--- config.mk ---
export PLATFORM = sky130hd
export DESIGN_NAME = adq_top
export DESIGN_NICKNAME = d
export VERILOG_FILES = /design/src/adq_pkg.sv /design/src/adq_tad_gen.sv /design/src/adq_sar.sv /design/src/adq_top.sv
export SDC_FILE = /design/constraint.sdc
export NUM_CORES = 1
export LEC_CHECK = 0
export ABC_AREA = 0
export BUFFER_PORTS_ARGS = -buffer_cell sky130_fd_sc_hd__clkbuf_2
export CORE_MARGIN = 2
export CORE_UTILIZATION = 51
export DETAILED_ROUTE_END_ITERATION = 6
export PLACE_DENSITY = 0.76
export SLEW_MARGIN = 20
export SYNTH_ARGS = -nofsm -noshare
export SYNTH_HDL_FRONTEND = slang
export SYNTH_SLANG_ARGS = --single-unit
--- constraint.sdc ---
create_clock -name pclk -period 2.8 [get_ports pclk]
set_input_delay 0.7 -clock pclk [delete_from_list [all_inputs] [get_ports pclk]]
set_output_delay 0.7 -clock pclk [all_outputs]
set_load 0.005 [all_outputs]
--- src/adq_pkg.sv ---
// Shared constants and types of the converter sequencer
package adq_pkg;

	// ----------------------------------------------------------------
	// Register byte offsets
	// ----------------------------------------------------------------
	localparam logic [7:0] ADQ_OFS_CTRL0    = 8'h00;
	localparam logic [7:0] ADQ_OFS_CTRL1    = 8'h04;
	localparam logic [7:0] ADQ_OFS_CTRL2    = 8'h08;
	localparam logic [7:0] ADQ_OFS_RES_HIGH = 8'h0C;
	localparam logic [7:0] ADQ_OFS_RES_LOW  = 8'h10;
	localparam logic [7:0] ADQ_OFS_STATUS   = 8'h14;

	// ----------------------------------------------------------------
	// Field positions
	// ----------------------------------------------------------------
	localparam int ADQ_C0_ENABLE   = 0;
	localparam int ADQ_C0_GO       = 1;
	localparam int ADQ_C0_CHAN_LSB = 2;
	localparam int ADQ_C0_CHAN_MSB = 5;
	localparam int ADQ_C2_CLK_LSB  = 0;
	localparam int ADQ_C2_CLK_MSB  = 2;
	localparam int ADQ_C2_ACQ_LSB  = 3;
	localparam int ADQ_C2_ACQ_MSB  = 5;
	localparam int ADQ_C2_JUSTIFY  = 7;
	localparam int ADQ_ST_DONE     = 0;

	// Writable bit masks; the rest read as zero
	localparam logic [7:0] ADQ_C0_MASK = 8'h3F;
	localparam logic [7:0] ADQ_C2_MASK = 8'hBF;

	// ----------------------------------------------------------------
	// Reset values
	// ----------------------------------------------------------------
	localparam logic [7:0] ADQ_C0_RESET = 8'h00;
	localparam logic [7:0] ADQ_C1_RESET = 8'h00;
	localparam logic [7:0] ADQ_C2_RESET = 8'h00;

	// ----------------------------------------------------------------
	// Timing
	// ----------------------------------------------------------------
	localparam int ADQ_RES_BITS   = 12;
	localparam int ADQ_CONV_TADS  = 13;
	localparam int ADQ_LAST_CHAN  = 12;
	localparam int ADQ_CLK_NS     = 10;
	localparam int ADQ_TCY_OSC    = 4;
	localparam int ADQ_RC_TAD_NS  = 2500;
	localparam int ADQ_RC_CYCLES  = ADQ_RC_TAD_NS / ADQ_CLK_NS;

	// Sequencer states, Gray along idle, acquire, convert
	typedef enum logic [1:0] {
		ADQ_IDLE    = 2'b00,
		ADQ_ACQUIRE = 2'b01,
		ADQ_CONVERT = 2'b11
	} adq_state_t;

endpackage

--- src/adq_tad_gen.sv ---
// Conversion clock period generator: oscillator divider or RC source
`timescale 1ns/1ps
module adq_tad_gen #(
	parameter int RC_CYCLES = adq_pkg::ADQ_RC_CYCLES
) (
	// Clock and reset
	input  wire logic       pclk,
	input  wire logic       presetn,
	// Control
	input  wire logic       run,
	input  wire logic [2:0] clk_sel,
	// Period tick
	output logic            tad_tick
);
	import adq_pkg::*;

	logic [15:0] cnt_reg;
	logic [15:0] limit;
	logic [2:0]  tcy_reg;
	logic        use_rc;

	assign use_rc = (clk_sel[1:0] == 2'b11);

	// Oscillator divide by 2,8,32 for codes 0xx and 4,16,64 with bit 2 set
	always_comb begin
		limit = 16'h0000;
		if (use_rc) begin
			limit = 16'(RC_CYCLES - 1);
		end else begin
			limit = 16'((2 << (2 * clk_sel[1:0] + {1'b0, clk_sel[2]})) - 1);
		end
	end

	// One instruction cycle of delay before the RC clock starts
	always_ff @(posedge pclk or negedge presetn) begin
		if (!presetn) begin
			tcy_reg <= 3'h0;
		end else if (!run) begin
			tcy_reg <= 3'h0;
		end else if (use_rc && tcy_reg != 3'(ADQ_TCY_OSC)) begin
			tcy_reg <= tcy_reg + 3'h1;
		end
	end

	always_ff @(posedge pclk or negedge presetn) begin
		if (!presetn) begin
			cnt_reg  <= 16'h0000;
			tad_tick <= 1'b0;
		end else if (!run || (use_rc && tcy_reg != 3'(ADQ_TCY_OSC))) begin
			cnt_reg  <= 16'h0000;
			tad_tick <= 1'b0;
		end else if (cnt_reg >= limit) begin
			cnt_reg  <= 16'h0000;
			tad_tick <= 1'b1;
		end else begin
			cnt_reg  <= cnt_reg + 16'h0001;
			tad_tick <= 1'b0;
		end
	end

endmodule

--- src/adq_sar.sv ---
// Successive-approximation engine, thirteen conversion clock periods
`timescale 1ns/1ps
module adq_sar #(
	parameter int RES_BITS = adq_pkg::ADQ_RES_BITS
) (
	// Clock and reset
	input  wire logic                pclk,
	input  wire logic                presetn,
	// Control
	input  wire logic                start,
	input  wire logic                abort,
	input  wire logic                tad_tick,
	input  wire logic                cmp_high,
	// Results
	output logic [RES_BITS-1:0]      trial_code,
	output logic [RES_BITS-1:0]      result,
	output logic                     done
);
	import adq_pkg::*;

	logic [3:0] step_reg;
	logic       busy_reg;
	logic [3:0] bit_idx;

	assign bit_idx = 4'(RES_BITS) - step_reg;

	// Period 0 sets the top trial bit, each later period resolves one bit
	always_ff @(posedge pclk or negedge presetn) begin
		if (!presetn) begin
			step_reg   <= 4'h0;
			busy_reg   <= 1'b0;
			trial_code <= '0;
			result     <= '0;
			done       <= 1'b0;
		end else begin
			done <= 1'b0;
			if (abort) begin
				busy_reg <= 1'b0;
			end else if (start) begin
				busy_reg   <= 1'b1;
				step_reg   <= 4'h0;
				trial_code <= '0;
			end else if (busy_reg && tad_tick) begin
				if (step_reg != 4'h0 && !cmp_high) begin
					trial_code[bit_idx] <= 1'b0;
				end
				if (step_reg == 4'(ADQ_CONV_TADS - 1)) begin
					busy_reg <= 1'b0;
					done     <= 1'b1;
					result   <= cmp_high ? trial_code
						: (trial_code & ~(RES_BITS'(1)));
				end else begin
					trial_code[bit_idx - 4'h1] <= 1'b1;
					step_reg <= step_reg + 4'h1;
				end
			end
		end
	end

endmodule

--- src/adq_top.sv ---
// APB register file and sequencer of the 12-bit converter
//
// Chosen here: the register addresses and register access over APB.
`timescale 1ns/1ps

// Notes on behaviour
// - Sampled input becomes a 12-bit result
// - Channel field picks inputs 0 to 12
// - Unimplemented channel codes still convert fully
// - Status bit high while conversion runs
// - Enable bit switches converter on and off
// - Unimplemented control bits read as zero
// - Justify bit: 1 right, 0 left
// - Acquisition code gives 0 to 20 periods
// - Clock code picks divider or RC source
// - RC source waits one instruction cycle
// - Nonzero acquisition samples then converts automatically
// - Code zero converts at once
// - Acquisition field resets to zero
// - Completion clears status, sets flag, resamples
// - Status stays set through both phases
// - Conversion lasts thirteen clock periods
// - Capacitor disconnects when conversion starts
// - Compare trigger starts only when enabled
module adq_top #(
	parameter int RC_CYCLES = adq_pkg::ADQ_RC_CYCLES
) (
	// APB
	input  wire logic        pclk,
	input  wire logic        presetn,
	input  wire logic        psel,
	input  wire logic        penable,
	input  wire logic        pwrite,
	input  wire logic [7:0]  paddr,
	input  wire logic [31:0] pwdata,
	output logic      [31:0] prdata,
	output logic             pready,
	output logic             pslverr,
	// Compare unit trigger
	input  wire logic [3:0]  capture_compare_unit_two_mode,
	input  wire logic        capture_compare_unit_two_event,
	// Analog front end
	input  wire logic        comparator_high,
	output logic      [3:0]  channel_select,
	output logic             sampling_capacitor_connect,
	output logic      [11:0] dac_code,
	output logic             conversion_done_flag,
	output logic      [7:0]  port_config
);
	import adq_pkg::*;

	// ----------------------------------------------------------------
	// Declarations
	// ----------------------------------------------------------------
	logic [7:0]  converter_control_0_reg;
	logic [7:0]  converter_control_1_reg;
	logic [7:0]  converter_control_2_reg;
	logic [7:0]  result_high_byte_reg;
	logic [7:0]  result_low_byte_reg;
	logic        done_flag_reg;
	adq_state_t  state_reg;
	adq_state_t  state_next;
	logic [4:0]  acq_cnt_reg;
	logic [4:0]  acq_periods;
	logic        cmp_meta_reg;
	logic        cmp_sync_reg;
	logic        wr_en;
	logic        rd_en;
	logic        mapped;
	logic [7:0]  rd_byte;
	logic        sw_start;
	logic        hw_start;
	logic        start;
	logic        conv_start;
	logic        tad_tick;
	logic        sar_done;
	logic [11:0] sar_result;
	logic [11:0] sar_trial;
	logic        converter_enable;
	logic        result_justify;
	logic [2:0]  acquisition_time_select;
	logic [2:0]  conversion_clock_select;

	assign converter_enable = converter_control_0_reg[ADQ_C0_ENABLE];
	assign result_justify   = converter_control_2_reg[ADQ_C2_JUSTIFY];
	assign acquisition_time_select =
		converter_control_2_reg[ADQ_C2_ACQ_MSB:ADQ_C2_ACQ_LSB];
	assign conversion_clock_select =
		converter_control_2_reg[ADQ_C2_CLK_MSB:ADQ_C2_CLK_LSB];

	// ----------------------------------------------------------------
	// APB access decode
	// ----------------------------------------------------------------
	assign wr_en = psel && penable && pready && pwrite;
	assign rd_en = psel && !penable;

	always_comb begin
		mapped  = 1'b1;
		rd_byte = 8'h00;
		if (paddr == ADQ_OFS_CTRL0) begin
			rd_byte = converter_control_0_reg & ADQ_C0_MASK;
		end else if (paddr == ADQ_OFS_CTRL1) begin
			rd_byte = converter_control_1_reg;
		end else if (paddr == ADQ_OFS_CTRL2) begin
			rd_byte = converter_control_2_reg & ADQ_C2_MASK;
		end else if (paddr == ADQ_OFS_RES_HIGH) begin
			rd_byte = result_high_byte_reg;
		end else if (paddr == ADQ_OFS_RES_LOW) begin
			rd_byte = result_low_byte_reg;
		end else if (paddr == ADQ_OFS_STATUS) begin
			rd_byte = {7'h00, done_flag_reg};
		end else begin
			mapped = 1'b0;
		end
	end

	// Zero wait states: ready rises for the access phase
	always_ff @(posedge pclk or negedge presetn) begin
		if (!presetn) begin
			pready  <= 1'b0;
			pslverr <= 1'b0;
		end else begin
			pready  <= psel && !penable;
			pslverr <= psel && !penable && !mapped;
		end
	end

	always_ff @(posedge pclk or negedge presetn) begin
		if (!presetn) begin
			prdata <= 32'h00000000;
		end else if (rd_en) begin
			prdata <= pwrite ? 32'h00000000 : {24'h000000, rd_byte};
		end
	end

	// ----------------------------------------------------------------
	// Start sources
	// ----------------------------------------------------------------
	assign sw_start = wr_en && paddr == ADQ_OFS_CTRL0
		&& pwdata[ADQ_C0_GO] && pwdata[ADQ_C0_ENABLE]
		&& state_reg == ADQ_IDLE;
	assign hw_start = capture_compare_unit_two_event && capture_compare_unit_two_mode == 4'hB
		&& converter_enable && state_reg == ADQ_IDLE;
	assign start      = sw_start || hw_start;
	assign conv_start = (start && acquisition_time_select == 3'h0)
		|| (state_reg == ADQ_ACQUIRE && tad_tick
		&& acq_cnt_reg == 5'h01);

	// ----------------------------------------------------------------
	// Control register 0
	// ----------------------------------------------------------------
	always_ff @(posedge pclk or negedge presetn) begin
		if (!presetn) begin
			converter_control_0_reg <= ADQ_C0_RESET;
		end else begin
			if (wr_en && paddr == ADQ_OFS_CTRL0) begin
				converter_control_0_reg[ADQ_C0_CHAN_MSB:ADQ_C0_CHAN_LSB] <=
					pwdata[ADQ_C0_CHAN_MSB:ADQ_C0_CHAN_LSB];
				converter_control_0_reg[ADQ_C0_ENABLE] <=
					pwdata[ADQ_C0_ENABLE];
			end
			if (start) begin
				converter_control_0_reg[ADQ_C0_GO] <= 1'b1;
			end else if (sar_done || state_reg == ADQ_IDLE) begin
				converter_control_0_reg[ADQ_C0_GO] <= 1'b0;
			end
		end
	end

	// ----------------------------------------------------------------
	// Control registers 1 and 2
	// ----------------------------------------------------------------
	always_ff @(posedge pclk or negedge presetn) begin
		if (!presetn) begin
			converter_control_1_reg <= ADQ_C1_RESET;
		end else if (wr_en && paddr == ADQ_OFS_CTRL1) begin
			converter_control_1_reg <= pwdata[7:0];
		end
	end

	always_ff @(posedge pclk or negedge presetn) begin
		if (!presetn) begin
			converter_control_2_reg <= ADQ_C2_RESET;
		end else if (wr_en && paddr == ADQ_OFS_CTRL2) begin
			converter_control_2_reg <= pwdata[7:0] & ADQ_C2_MASK;
		end
	end

	// ----------------------------------------------------------------
	// Acquisition periods per code
	// ----------------------------------------------------------------
	always_comb begin
		case (acquisition_time_select)
			3'h7: acq_periods = 5'd20;
			3'h6: acq_periods = 5'd16;
			3'h5: acq_periods = 5'd12;
			3'h4: acq_periods = 5'd8;
			3'h3: acq_periods = 5'd6;
			3'h2: acq_periods = 5'd4;
			3'h1: acq_periods = 5'd2;
			default: acq_periods = 5'd0;
		endcase
	end

	// ----------------------------------------------------------------
	// Sequencer
	// ----------------------------------------------------------------
	always_comb begin
		state_next = state_reg;
		case (state_reg)
			ADQ_IDLE: begin
				if (conv_start) begin
					state_next = ADQ_CONVERT;
				end else if (start) begin
					state_next = ADQ_ACQUIRE;
				end
			end
			ADQ_ACQUIRE: begin
				if (conv_start) begin
					state_next = ADQ_CONVERT;
				end
			end
			ADQ_CONVERT: begin
				if (sar_done) begin
					state_next = ADQ_IDLE;
				end
			end
			default: state_next = ADQ_IDLE;
		endcase
		if (!converter_enable) begin
			state_next = ADQ_IDLE;
		end
	end

	always_ff @(posedge pclk or negedge presetn) begin
		if (!presetn) begin
			state_reg <= ADQ_IDLE;
		end else begin
			state_reg <= state_next;
		end
	end

	always_ff @(posedge pclk or negedge presetn) begin
		if (!presetn) begin
			acq_cnt_reg <= 5'h00;
		end else if (start) begin
			acq_cnt_reg <= acq_periods;
		end else if (state_reg == ADQ_ACQUIRE && tad_tick) begin
			acq_cnt_reg <= acq_cnt_reg - 5'h01;
		end
	end

	// ----------------------------------------------------------------
	// Comparator synchroniser
	// ----------------------------------------------------------------
	always_ff @(posedge pclk or negedge presetn) begin
		if (!presetn) begin
			cmp_meta_reg <= 1'b0;
			cmp_sync_reg <= 1'b0;
		end else begin
			cmp_meta_reg <= comparator_high;
			cmp_sync_reg <= cmp_meta_reg;
		end
	end

	// ----------------------------------------------------------------
	// Conversion clock and approximation engine
	// ----------------------------------------------------------------
	adq_tad_gen #(
		.RC_CYCLES (RC_CYCLES)
	) u_tad (
		.pclk     (pclk),
		.presetn  (presetn),
		.run      (state_reg != ADQ_IDLE),
		.clk_sel  (conversion_clock_select),
		.tad_tick (tad_tick)
	);

	// Any channel code converts the same way, valid or not
	adq_sar #(
		.RES_BITS (ADQ_RES_BITS)
	) u_sar (
		.pclk       (pclk),
		.presetn    (presetn),
		.start      (conv_start),
		.abort      (!converter_enable),
		.tad_tick   (tad_tick),
		.cmp_high   (cmp_sync_reg),
		.trial_code (sar_trial),
		.result     (sar_result),
		.done       (sar_done)
	);

	// ----------------------------------------------------------------
	// Result bytes
	// ----------------------------------------------------------------
	always_ff @(posedge pclk or negedge presetn) begin
		if (!presetn) begin
			result_high_byte_reg <= 8'h00;
			result_low_byte_reg  <= 8'h00;
		end else if (sar_done) begin
			if (result_justify) begin
				result_high_byte_reg <= {4'h0, sar_result[11:8]};
				result_low_byte_reg  <= sar_result[7:0];
			end else begin
				result_high_byte_reg <= sar_result[11:4];
				result_low_byte_reg  <= {sar_result[3:0], 4'h0};
			end
		end
	end

	// ----------------------------------------------------------------
	// Completion flag, write one to clear, set wins
	// ----------------------------------------------------------------
	always_ff @(posedge pclk or negedge presetn) begin
		if (!presetn) begin
			done_flag_reg <= 1'b0;
		end else if (sar_done) begin
			done_flag_reg <= 1'b1;
		end else if (wr_en && paddr == ADQ_OFS_STATUS
			&& pwdata[ADQ_ST_DONE]) begin
			done_flag_reg <= 1'b0;
		end
	end

	// ----------------------------------------------------------------
	// Front end outputs
	// ----------------------------------------------------------------
	always_ff @(posedge pclk or negedge presetn) begin
		if (!presetn) begin
			channel_select             <= 4'h0;
			sampling_capacitor_connect <= 1'b0;
			dac_code                   <= 12'h000;
			conversion_done_flag       <= 1'b0;
			port_config                <= ADQ_C1_RESET;
		end else begin
			channel_select <=
				converter_control_0_reg[ADQ_C0_CHAN_MSB:ADQ_C0_CHAN_LSB];
			sampling_capacitor_connect <= converter_enable
				&& state_next != ADQ_CONVERT;
			dac_code             <= sar_trial;
			conversion_done_flag <= done_flag_reg;
			port_config          <= converter_control_1_reg;
		end
	end

endmodule

==> results of run 1 <==
-- logic make-up after synthesis --
kind of cell,Yosys count
fa+ha+maj,23
flops,133
other cells,2
simple gates,175
mux,41
xor+xnor,24
compound gates,124
buf+inv,74
-- critical path, stage by stage (launching register included) --
cell and delay, ps:
dfrtp_2 420, inv_1 110, or3_1 400, xnor2_1 170, nor2_1 70, ha_1 190, or4_1 460, a21oi_1 140
o311ai_1 110, buf_4 200, nor3_1 190
-- through the flow --
stage	instance area (um^2)	utilization, %	power (mW)
after floorplan	6560	-	2.02
after global placement	6960	55.6	2.08
after detailed placement	6960	55.6	2.08
after CTS	7530	60.1	4.21
after global routing	7530	60.2	4.31
final	7530	60.2	4.17
-- power breakdown --
part | leakage (nW) | internal [mW] | switching [mW]
Combinational | 1.53 | 0.0316 | 0.0803
Clock | 0.280 | 1.29 | 0.839
Sequential | 1.69 | 1.93 | 0.00443
Total | 3.50 | 3.25 | 0.924
-- area by class of cell --
type	count	share of cell area, %
Clock buffer	21	6.25
Clock inverter	11	1.33
Inverter	28	1.40
Multi-Input combinational cell	413	37.9
Sequential cell	133	44.2
Tap cell	172	2.86
Timing Repair Buffer	79	6.02
-- cells in the mapped netlist, types with 3 or more instances --
library cell | count | area [um^2]
inv_1 | 28 | 105
o31ai_1 | 8 | 60.1
o21ai_1 | 5 | 25.0
a22o_1 | 11 | 96.3
mux2_2 | 25 | 282
clkbuf_1 | 17 | 63.8
mux2_1 | 7 | 78.8
nand4_1 | 10 | 62.6
o21ai_0 | 30 | 150
nor2_1 | 25 | 93.8
nand3b_1 | 5 | 37.5
a22oi_1 | 7 | 52.6
nand3_1 | 26 | 130
xor2_1 | 16 | 140
xnor2_1 | 8 | 70.1
a21oi_1 | 26 | 130
and3_1 | 6 | 37.5
nor2b_1 | 4 | 25.0
a21o_1 | 6 | 45.0
nor4_2 | 3 | 37.5
a211oi_1 | 3 | 22.5
nor3_1 | 26 | 130
ha_1 | 23 | 288
buf_1 | 4 | 15.0
nand2b_1 | 5 | 31.3
and2_1 | 5 | 31.3
nor4_1 | 4 | 25.0
mux2i_1 | 9 | 90.1
or3_1 | 4 | 25.0
a21boi_0 | 3 | 22.5
dfrtp_1 | 133 | 3330
nand2_1 | 31 | 116
and4_1 | 5 | 43.8
buf_4 | 24 | 180
-- worst paths after layout --
check | from | to | cells past startpoint | slack, ps
min in group pclk | cmp_meta_reg$_DFF_PN0_ | cmp_sync_reg$_DFF_PN0_ | 0 | 350
worst max-delay path | converter_control_2_reg[1]$_DFFE_PN0P_ | u_tad.cnt_reg[8]$_DFF_PN0_ | 10 | 260
worst max register to register | converter_control_2_reg[1]$_DFFE_PN0P_ | u_tad.cnt_reg[8]$_DFF_PN0_ | 10 | 260
worst min register to register | cmp_meta_reg$_DFF_PN0_ | cmp_sync_reg$_DFF_PN0_ | 0 | 350
worst min-delay path | presetn | cmp_meta_reg$_DFF_PN0_ | 1 | 240
max in group asynchronous | presetn | conversion_done_flag$_DFF_PN0_ | 2 | 1900
-- routing by layer --
layer,up-vias,part of all wire [%],GRT usage (%)
met5,-,0,0
met4,0,2.0,8.86
met3,27,5.6,5.60
met2,150,49,35.9
met1,2396,44,28.0
li1,2267,-,-
-- timing repair --
item	in CTS	in global routing
gates resized for setup	0	1
hold buffers	0	0
endpoints found under the setup margin	0	1
==> key figures, run 1 <==
Status
  • Status: completed

Layout
  • Final-layout fill cell count: 1,069
  • Max FFs per register: 16
  • Synth-to-Final Area Change: 16.4%
  • Most frequent cells in the layout: 132 x dfrtp_1, 61 x clkbuf_2, 31 x nand2_1, 30 x o21ai_0, 28 x inv_1
  • Final #Nets: 746
  • Multi-input logic area: 2860 um^2
  • Layout cells sized above 1: 22.0%
  • Register area: 3330 um^2
  • Finished Layout Cells: 857
  • N_diodes: 0
  • Most common cell after layout, fill and taps aside: dfrtp_1

Yosys
  • Ys flop type: dfrtp_1
  • Mux cell area share after synthesis: 6.96%
  • Simple-gate share of the synthesized area: 15.2%
  • Synth Area in Adders: 4.45%
  • Synthesized area per cell: 10.9 um^2
  • Sequential fraction of the synthesis area: 51.4%
  • Post-synthesis compound-gate area fraction: 12.7%
  • Cell Area, Synth: 6470 um^2
  • Async set or reset register ratio after synthesis: 100%
  • Yosys cell types: 67
  • Yosys warns: 0
  • Main combinational cell family by area after synthesis: simple AND/OR/NAND/NOR gates
  • EDFF count, synth: 0
  • Yosys reg bits: 133
  • Area share of xor/xnor cells in the synthesized design: 3.25%
  • Cells after Synth: 596

Placed design
  • Pre-CTS setup slack: 227 ps
  • IO buf count: 62
  • Gpl congestion: 0.872
  • Dpl cells: 825
  • HPWL Detailed: 9810 um

Floorplanning
  • Die H: 117 um
  • Total die area: 13,600 um^2
  • I/O pin count: 111
  • Die width: 117 um
  • Initial Util: 51.7%
  • Row Count: 41
  • Core area: 12,500 um^2

Global route
  • First-pass GRT wire length: 22,900 um
  • Largest net degree at the start of global routing: 57
  • Vias in the first global route: 4,742
  • Overflow after GRT: 0
  • GRT Overall Usage: 21.9%
  • Number of antenna violations at the first check in global routing: 0

Timing
  • Setup_tns: 0 ps
  • Fin crit share: 90.9%
  • Fmax: 393 MHz
  • WHS: 236 ps
  • Setup WS post-layout: 256 ps
  • Post-route minimum period: 2540 ps
  • Max Slew Vio Count: 0
  • RSZ-0062 raised after global routing: false
  • Worst rel slew slack: 54.7%
  • Clock Skew: 6.92 ps
  • Slew @ Worst Pin: 680 ps
  • # setup viols final: 0
  • Hold Violations, Final: 0

Worst setup path
  • Critical path peak fanout: 11
  • Worst path required time: 3140 ps
  • Crit end category: flip-flop
  • Critical path class: reg -> reg
  • WP data arrival: 2880 ps
  • Startpoint Class: flip-flop

Clock tree
  • Clk_lat worst skew: 430 ps
  • CTS tree: built
  • CTS Buffer Depth: 2
  • TritonCTS buffer count: 17
  • CTS H-tree depth: 4
  • CTS root buffer: clkbuf_16
  • Clk pin slew, worst setup/hold paths: 60 ps
  • Sink Count: 133
  • Post-CTS setup repair buffer count: 0

Pwr
  • Pleak: 3.50 nW
  • Peak VDD IR: 0.000462 V
  • Power per Cell Area: 554 nW/um^2

Route
  • DRT iter0 DRCs: 392
  • Drt total wl: 13,900 um
  • Pre-Repair DR Iteration Count: 5
  • DRC viols: 0
  • Via count: 4,840
  • Antenna viol nets, final: 0
  • Avg WL per Cell: 16.2 um
  • Vias per Instance: 5.65

Min path
  • Hold Crit Class: in -> async

Job
  • MaxCap Viol Count: 0
Power figures use the tool's default switching activity.
==> inputs of run 2 (changes only) <==
Settings changed: CTS_CLUSTER_SIZE set to 28, SYNTH_HIERARCHICAL set to 1.
==> key figures, run 2 <==
Status
  • Status: completed

Yosys
  • Async set or reset register ratio after synthesis: 100% (unchanged)
  • Yosys cell types: 72 (+7.5%)
  • Cells after Synth: 608 (+2.0%)
  • EDFF count, synth: 0 (unchanged)
  • Yosys reg bits: 133 (unchanged)
  • Synth top area cells: dfrtp_1 50%, mux2_2 5.6%, ha_1 4.3%
  • Cell Area, Synth: 6620 um^2 (+2.3%)
  • Most frequent cells after synthesis: 133 x dfrtp_1, 47 x nor2_1, 45 x a21oi_1
  • Synth area leader: dfrtp_1
  • Synth top area share: 50.3% (-1.1 points)
  • Top-count cell post-synth: dfrtp_1
  • Synthesized area per cell: 10.9 um^2 (+0.24%)
  • Ys flop type: dfrtp_1
  • Yosys warns: 6 (+6)
  • Sequential fraction of the synthesis area: 50.3% (-1.1 points)

Clock tree
  • CTS root buffer: clkbuf_16
  • CTS Buffer Depth: 2 (unchanged)
  • Sink Count: 133 (unchanged)
  • Post-CTS Hold Buffers: 0 (unchanged)
  • TritonCTS buffer count: 17 (unchanged)
  • Clk pin slew, worst setup/hold paths: 60 ps (about the same)
  • Clk_lat worst skew: 410 ps (-20 ps)
  • Post-CTS setup repair buffer count: 0 (unchanged)
  • CTS H-tree depth: 4 (unchanged)
  • CTS tree: built
  • CTS resizes: 0 (unchanged)

Route
  • DRC viols: 0 (unchanged)
  • Antenna viol nets, final: 0 (unchanged)
  • Drt total wl: 14,300 um (+2.8%)
  • Pre-Repair DR Iteration Count: 4 (-1)
  • Avg WL per Cell: 16.4 um (+1.3%)
  • Via count: 4,834 (-0.12%)
  • DRT iter0 DRCs: 271 (-31%)
  • Vias per Instance: 5.56 (-1.6%)

Job
  • MaxCap Viol Count: 0 (unchanged)

Worst setup path
  • Startpoint Class: flip-flop
  • FF-to-FF path depth: 10 (unchanged)
  • Crit end category: flip-flop
  • Worst path required time: 3070 ps (-70 ps)
  • Critical path peak fanout: 16 (+5)
  • WP data arrival: 2910 ps (+30 ps)
  • Critical path class: reg -> reg

Layout
  • Post-route cell area: 7790 um^2 (+3.5%)
  • Final-layout fill cell count: 976 (-8.7%)
  • Final #Nets: 759 (+1.7%)
  • Synth-to-Final Area Change: 17.8%
  • Most frequent cells in the layout: 133 x dfrtp_1, 61 x clkbuf_2, 47 x nor2_1, 45 x a21oi_1, 35 x nand2_1
  • Most common cell after layout, fill and taps aside: dfrtp_1
  • Final Core Density: 61.8% (+1.6 points)
  • Max FFs per register: 16 (unchanged)
  • N_diodes: 0 (unchanged)
  • Layout cells sized above 1: 26.6% (+4.6 points)

Floorplanning
  • Core area: 12,600 um^2 (+0.82%)
  • Initial Util: 52.4% (+0.74 points)
  • Die H: 118 um (+1.1%)
  • I/O pin count: 111 (unchanged)
  • Total die area: 13,900 um^2 (+2.2%)
  • Die width: 118 um (+1.1%)
  • Row Count: 41 (unchanged)

Pwr
  • Peak VDD IR: 0.000507 V (+9.9%)
  • Pleak: 3.70 nW (+5.5%)
  • Power per Cell Area: 752 nW/um^2 (+36%)

Timing
  • Clock Skew: 7.72 ps (+0.796 ps)
  • Worst rel slew slack: 51.3% (-3.4 points)
  • Fmax: 378 MHz (-3.8%)
  • Post-route minimum period: 2640 ps (+99.2 ps)
  • Max Slew Vio Count: 0 (unchanged)
  • # setup viols final: 0 (unchanged)
  • Slew @ Worst Pin: 731 ps (+51.3 ps)
  • RSZ-0062 raised after global routing: false
  • Fin crit share: 94.4% (+3.5 points)
  • Hold Violations, Final: 0 (unchanged)

Global route
  • GRT Overall Usage: 21.6% (-0.37 points)
  • Largest net degree at the start of global routing: 52 (-8.8%)
  • Number of antenna violations at the first check in global routing: 0 (unchanged)
  • First-pass GRT wire length: 24,100 um (+5.0%)
  • Vias in the first global route: 4,925 (+3.9%)
  • Overflow after GRT: 0 (unchanged)

Min path
  • Hold Crit Class: in -> async

Placed design
  • Gpl congestion: 0.973 (+12%)
  • HPWL Detailed: 10,000 um (+2.3%)
  • IO buf count: 62 (unchanged)
  • Area after DPL: 7090 um^2 (+1.8%)
-- run 2: worst paths after layout --
check / start / endpoint / slack [ps]
setup / recovery: state_reg[0]$_DFF_PN0_ / u_sar/trial_code[2]$_DFFE_PN0P_ / 160
hold / removal: presetn / prdata[6]$_DFFE_PN0P_ / 280
setup reg to reg: state_reg[0]$_DFF_PN0_ / u_sar/trial_code[2]$_DFFE_PN0P_ / 160
hold reg to reg: cmp_meta_reg$_DFF_PN0_ / cmp_sync_reg$_DFF_PN0_ / 350
max in group asynchronous: presetn / u_sar/trial_code[2]$_DFFE_PN0P_ / 1790
min in group pclk: cmp_meta_reg$_DFF_PN0_ / cmp_sync_reg$_DFF_PN0_ / 350
-- run 2: layout make-up --
class | count | area (um^2) | share of cell area, %
sequential | 133 | 3330 | 42.7
inverter | 22 | 82.6 | 1.06
multi-input combinational | 427 | 2960 | 37.9
clock inverter | 13 | 277 | 3.55
timing repair buffer | 84 | 503 | 6.45
clock buffer | 19 | 433 | 5.55
tap | 172 | 215 | 2.76
-- run 2: routing by layer --
metal	vias up	wire length, um	part of all wire, %	global-route usage (%)
met5	-	0	0	0
met4	0	474	3.3	10.5
li1	2260	-	-	-
met1	2354	6110	43	27.2
met3	42	728	5.1	4.65
met2	178	6960	49	35.3
-- run 2: worst max-delay path: stages (launching register included) --
cell	delay [ps]
dfrtp_1	400
or2_1	270
or4_1	540
o21ai_2	220
a21oi_2	110
inv_2	110
nand4bb_1	180
buf_12	170
a31oi_1	70
o31ai_1	280
o31ai_1	110
-- run 2: power by group --
group          internal [mW]  switching [mW]  leakage [nW]
sequential              2.07           0.179          1.81
clock                   1.85           0.812         0.346
combinational          0.405           0.546          1.55
total                   4.33            1.54          3.70
-- run 2: kinds of logic (layout without fill, tap and decap cells) --
| kind of cell | count (synthesis) | count (layout) | synth area share (%) |
|---|---|---|---|
| compound gates | 132 | 132 | 12.7 |
| buf+inv | 72 | 138 | 6.37 |
| other cells | 2 | 26 | 0.114 |
| simple gates | 180 | 180 | 16.0 |
| fa+ha+maj | 23 | 23 | 4.35 |
| mux | 44 | 44 | 7.30 |
| xor+xnor | 22 | 22 | 2.91 |
| flops | 133 | 133 | 50.3 |
-- run 2: through the flow --
stage | std cells | worst slack [ps] | power [mW] | setup TNS (ps) | hold WS [ps]
after global placement | 838 | -16.5 | 3.18 | -29.3 | 334
after global routing | 870 | 12.3 | 6.10 | 0 | 324
final | 870 | 157 | 5.86 | 0 | 278
after CTS | 870 | 105 | 5.90 | 0 | 286
after floorplan | 632 | 9.87 | 2.96 | 0 | 331
after detailed placement | 838 | -97.0 | 3.22 | -374 | 342
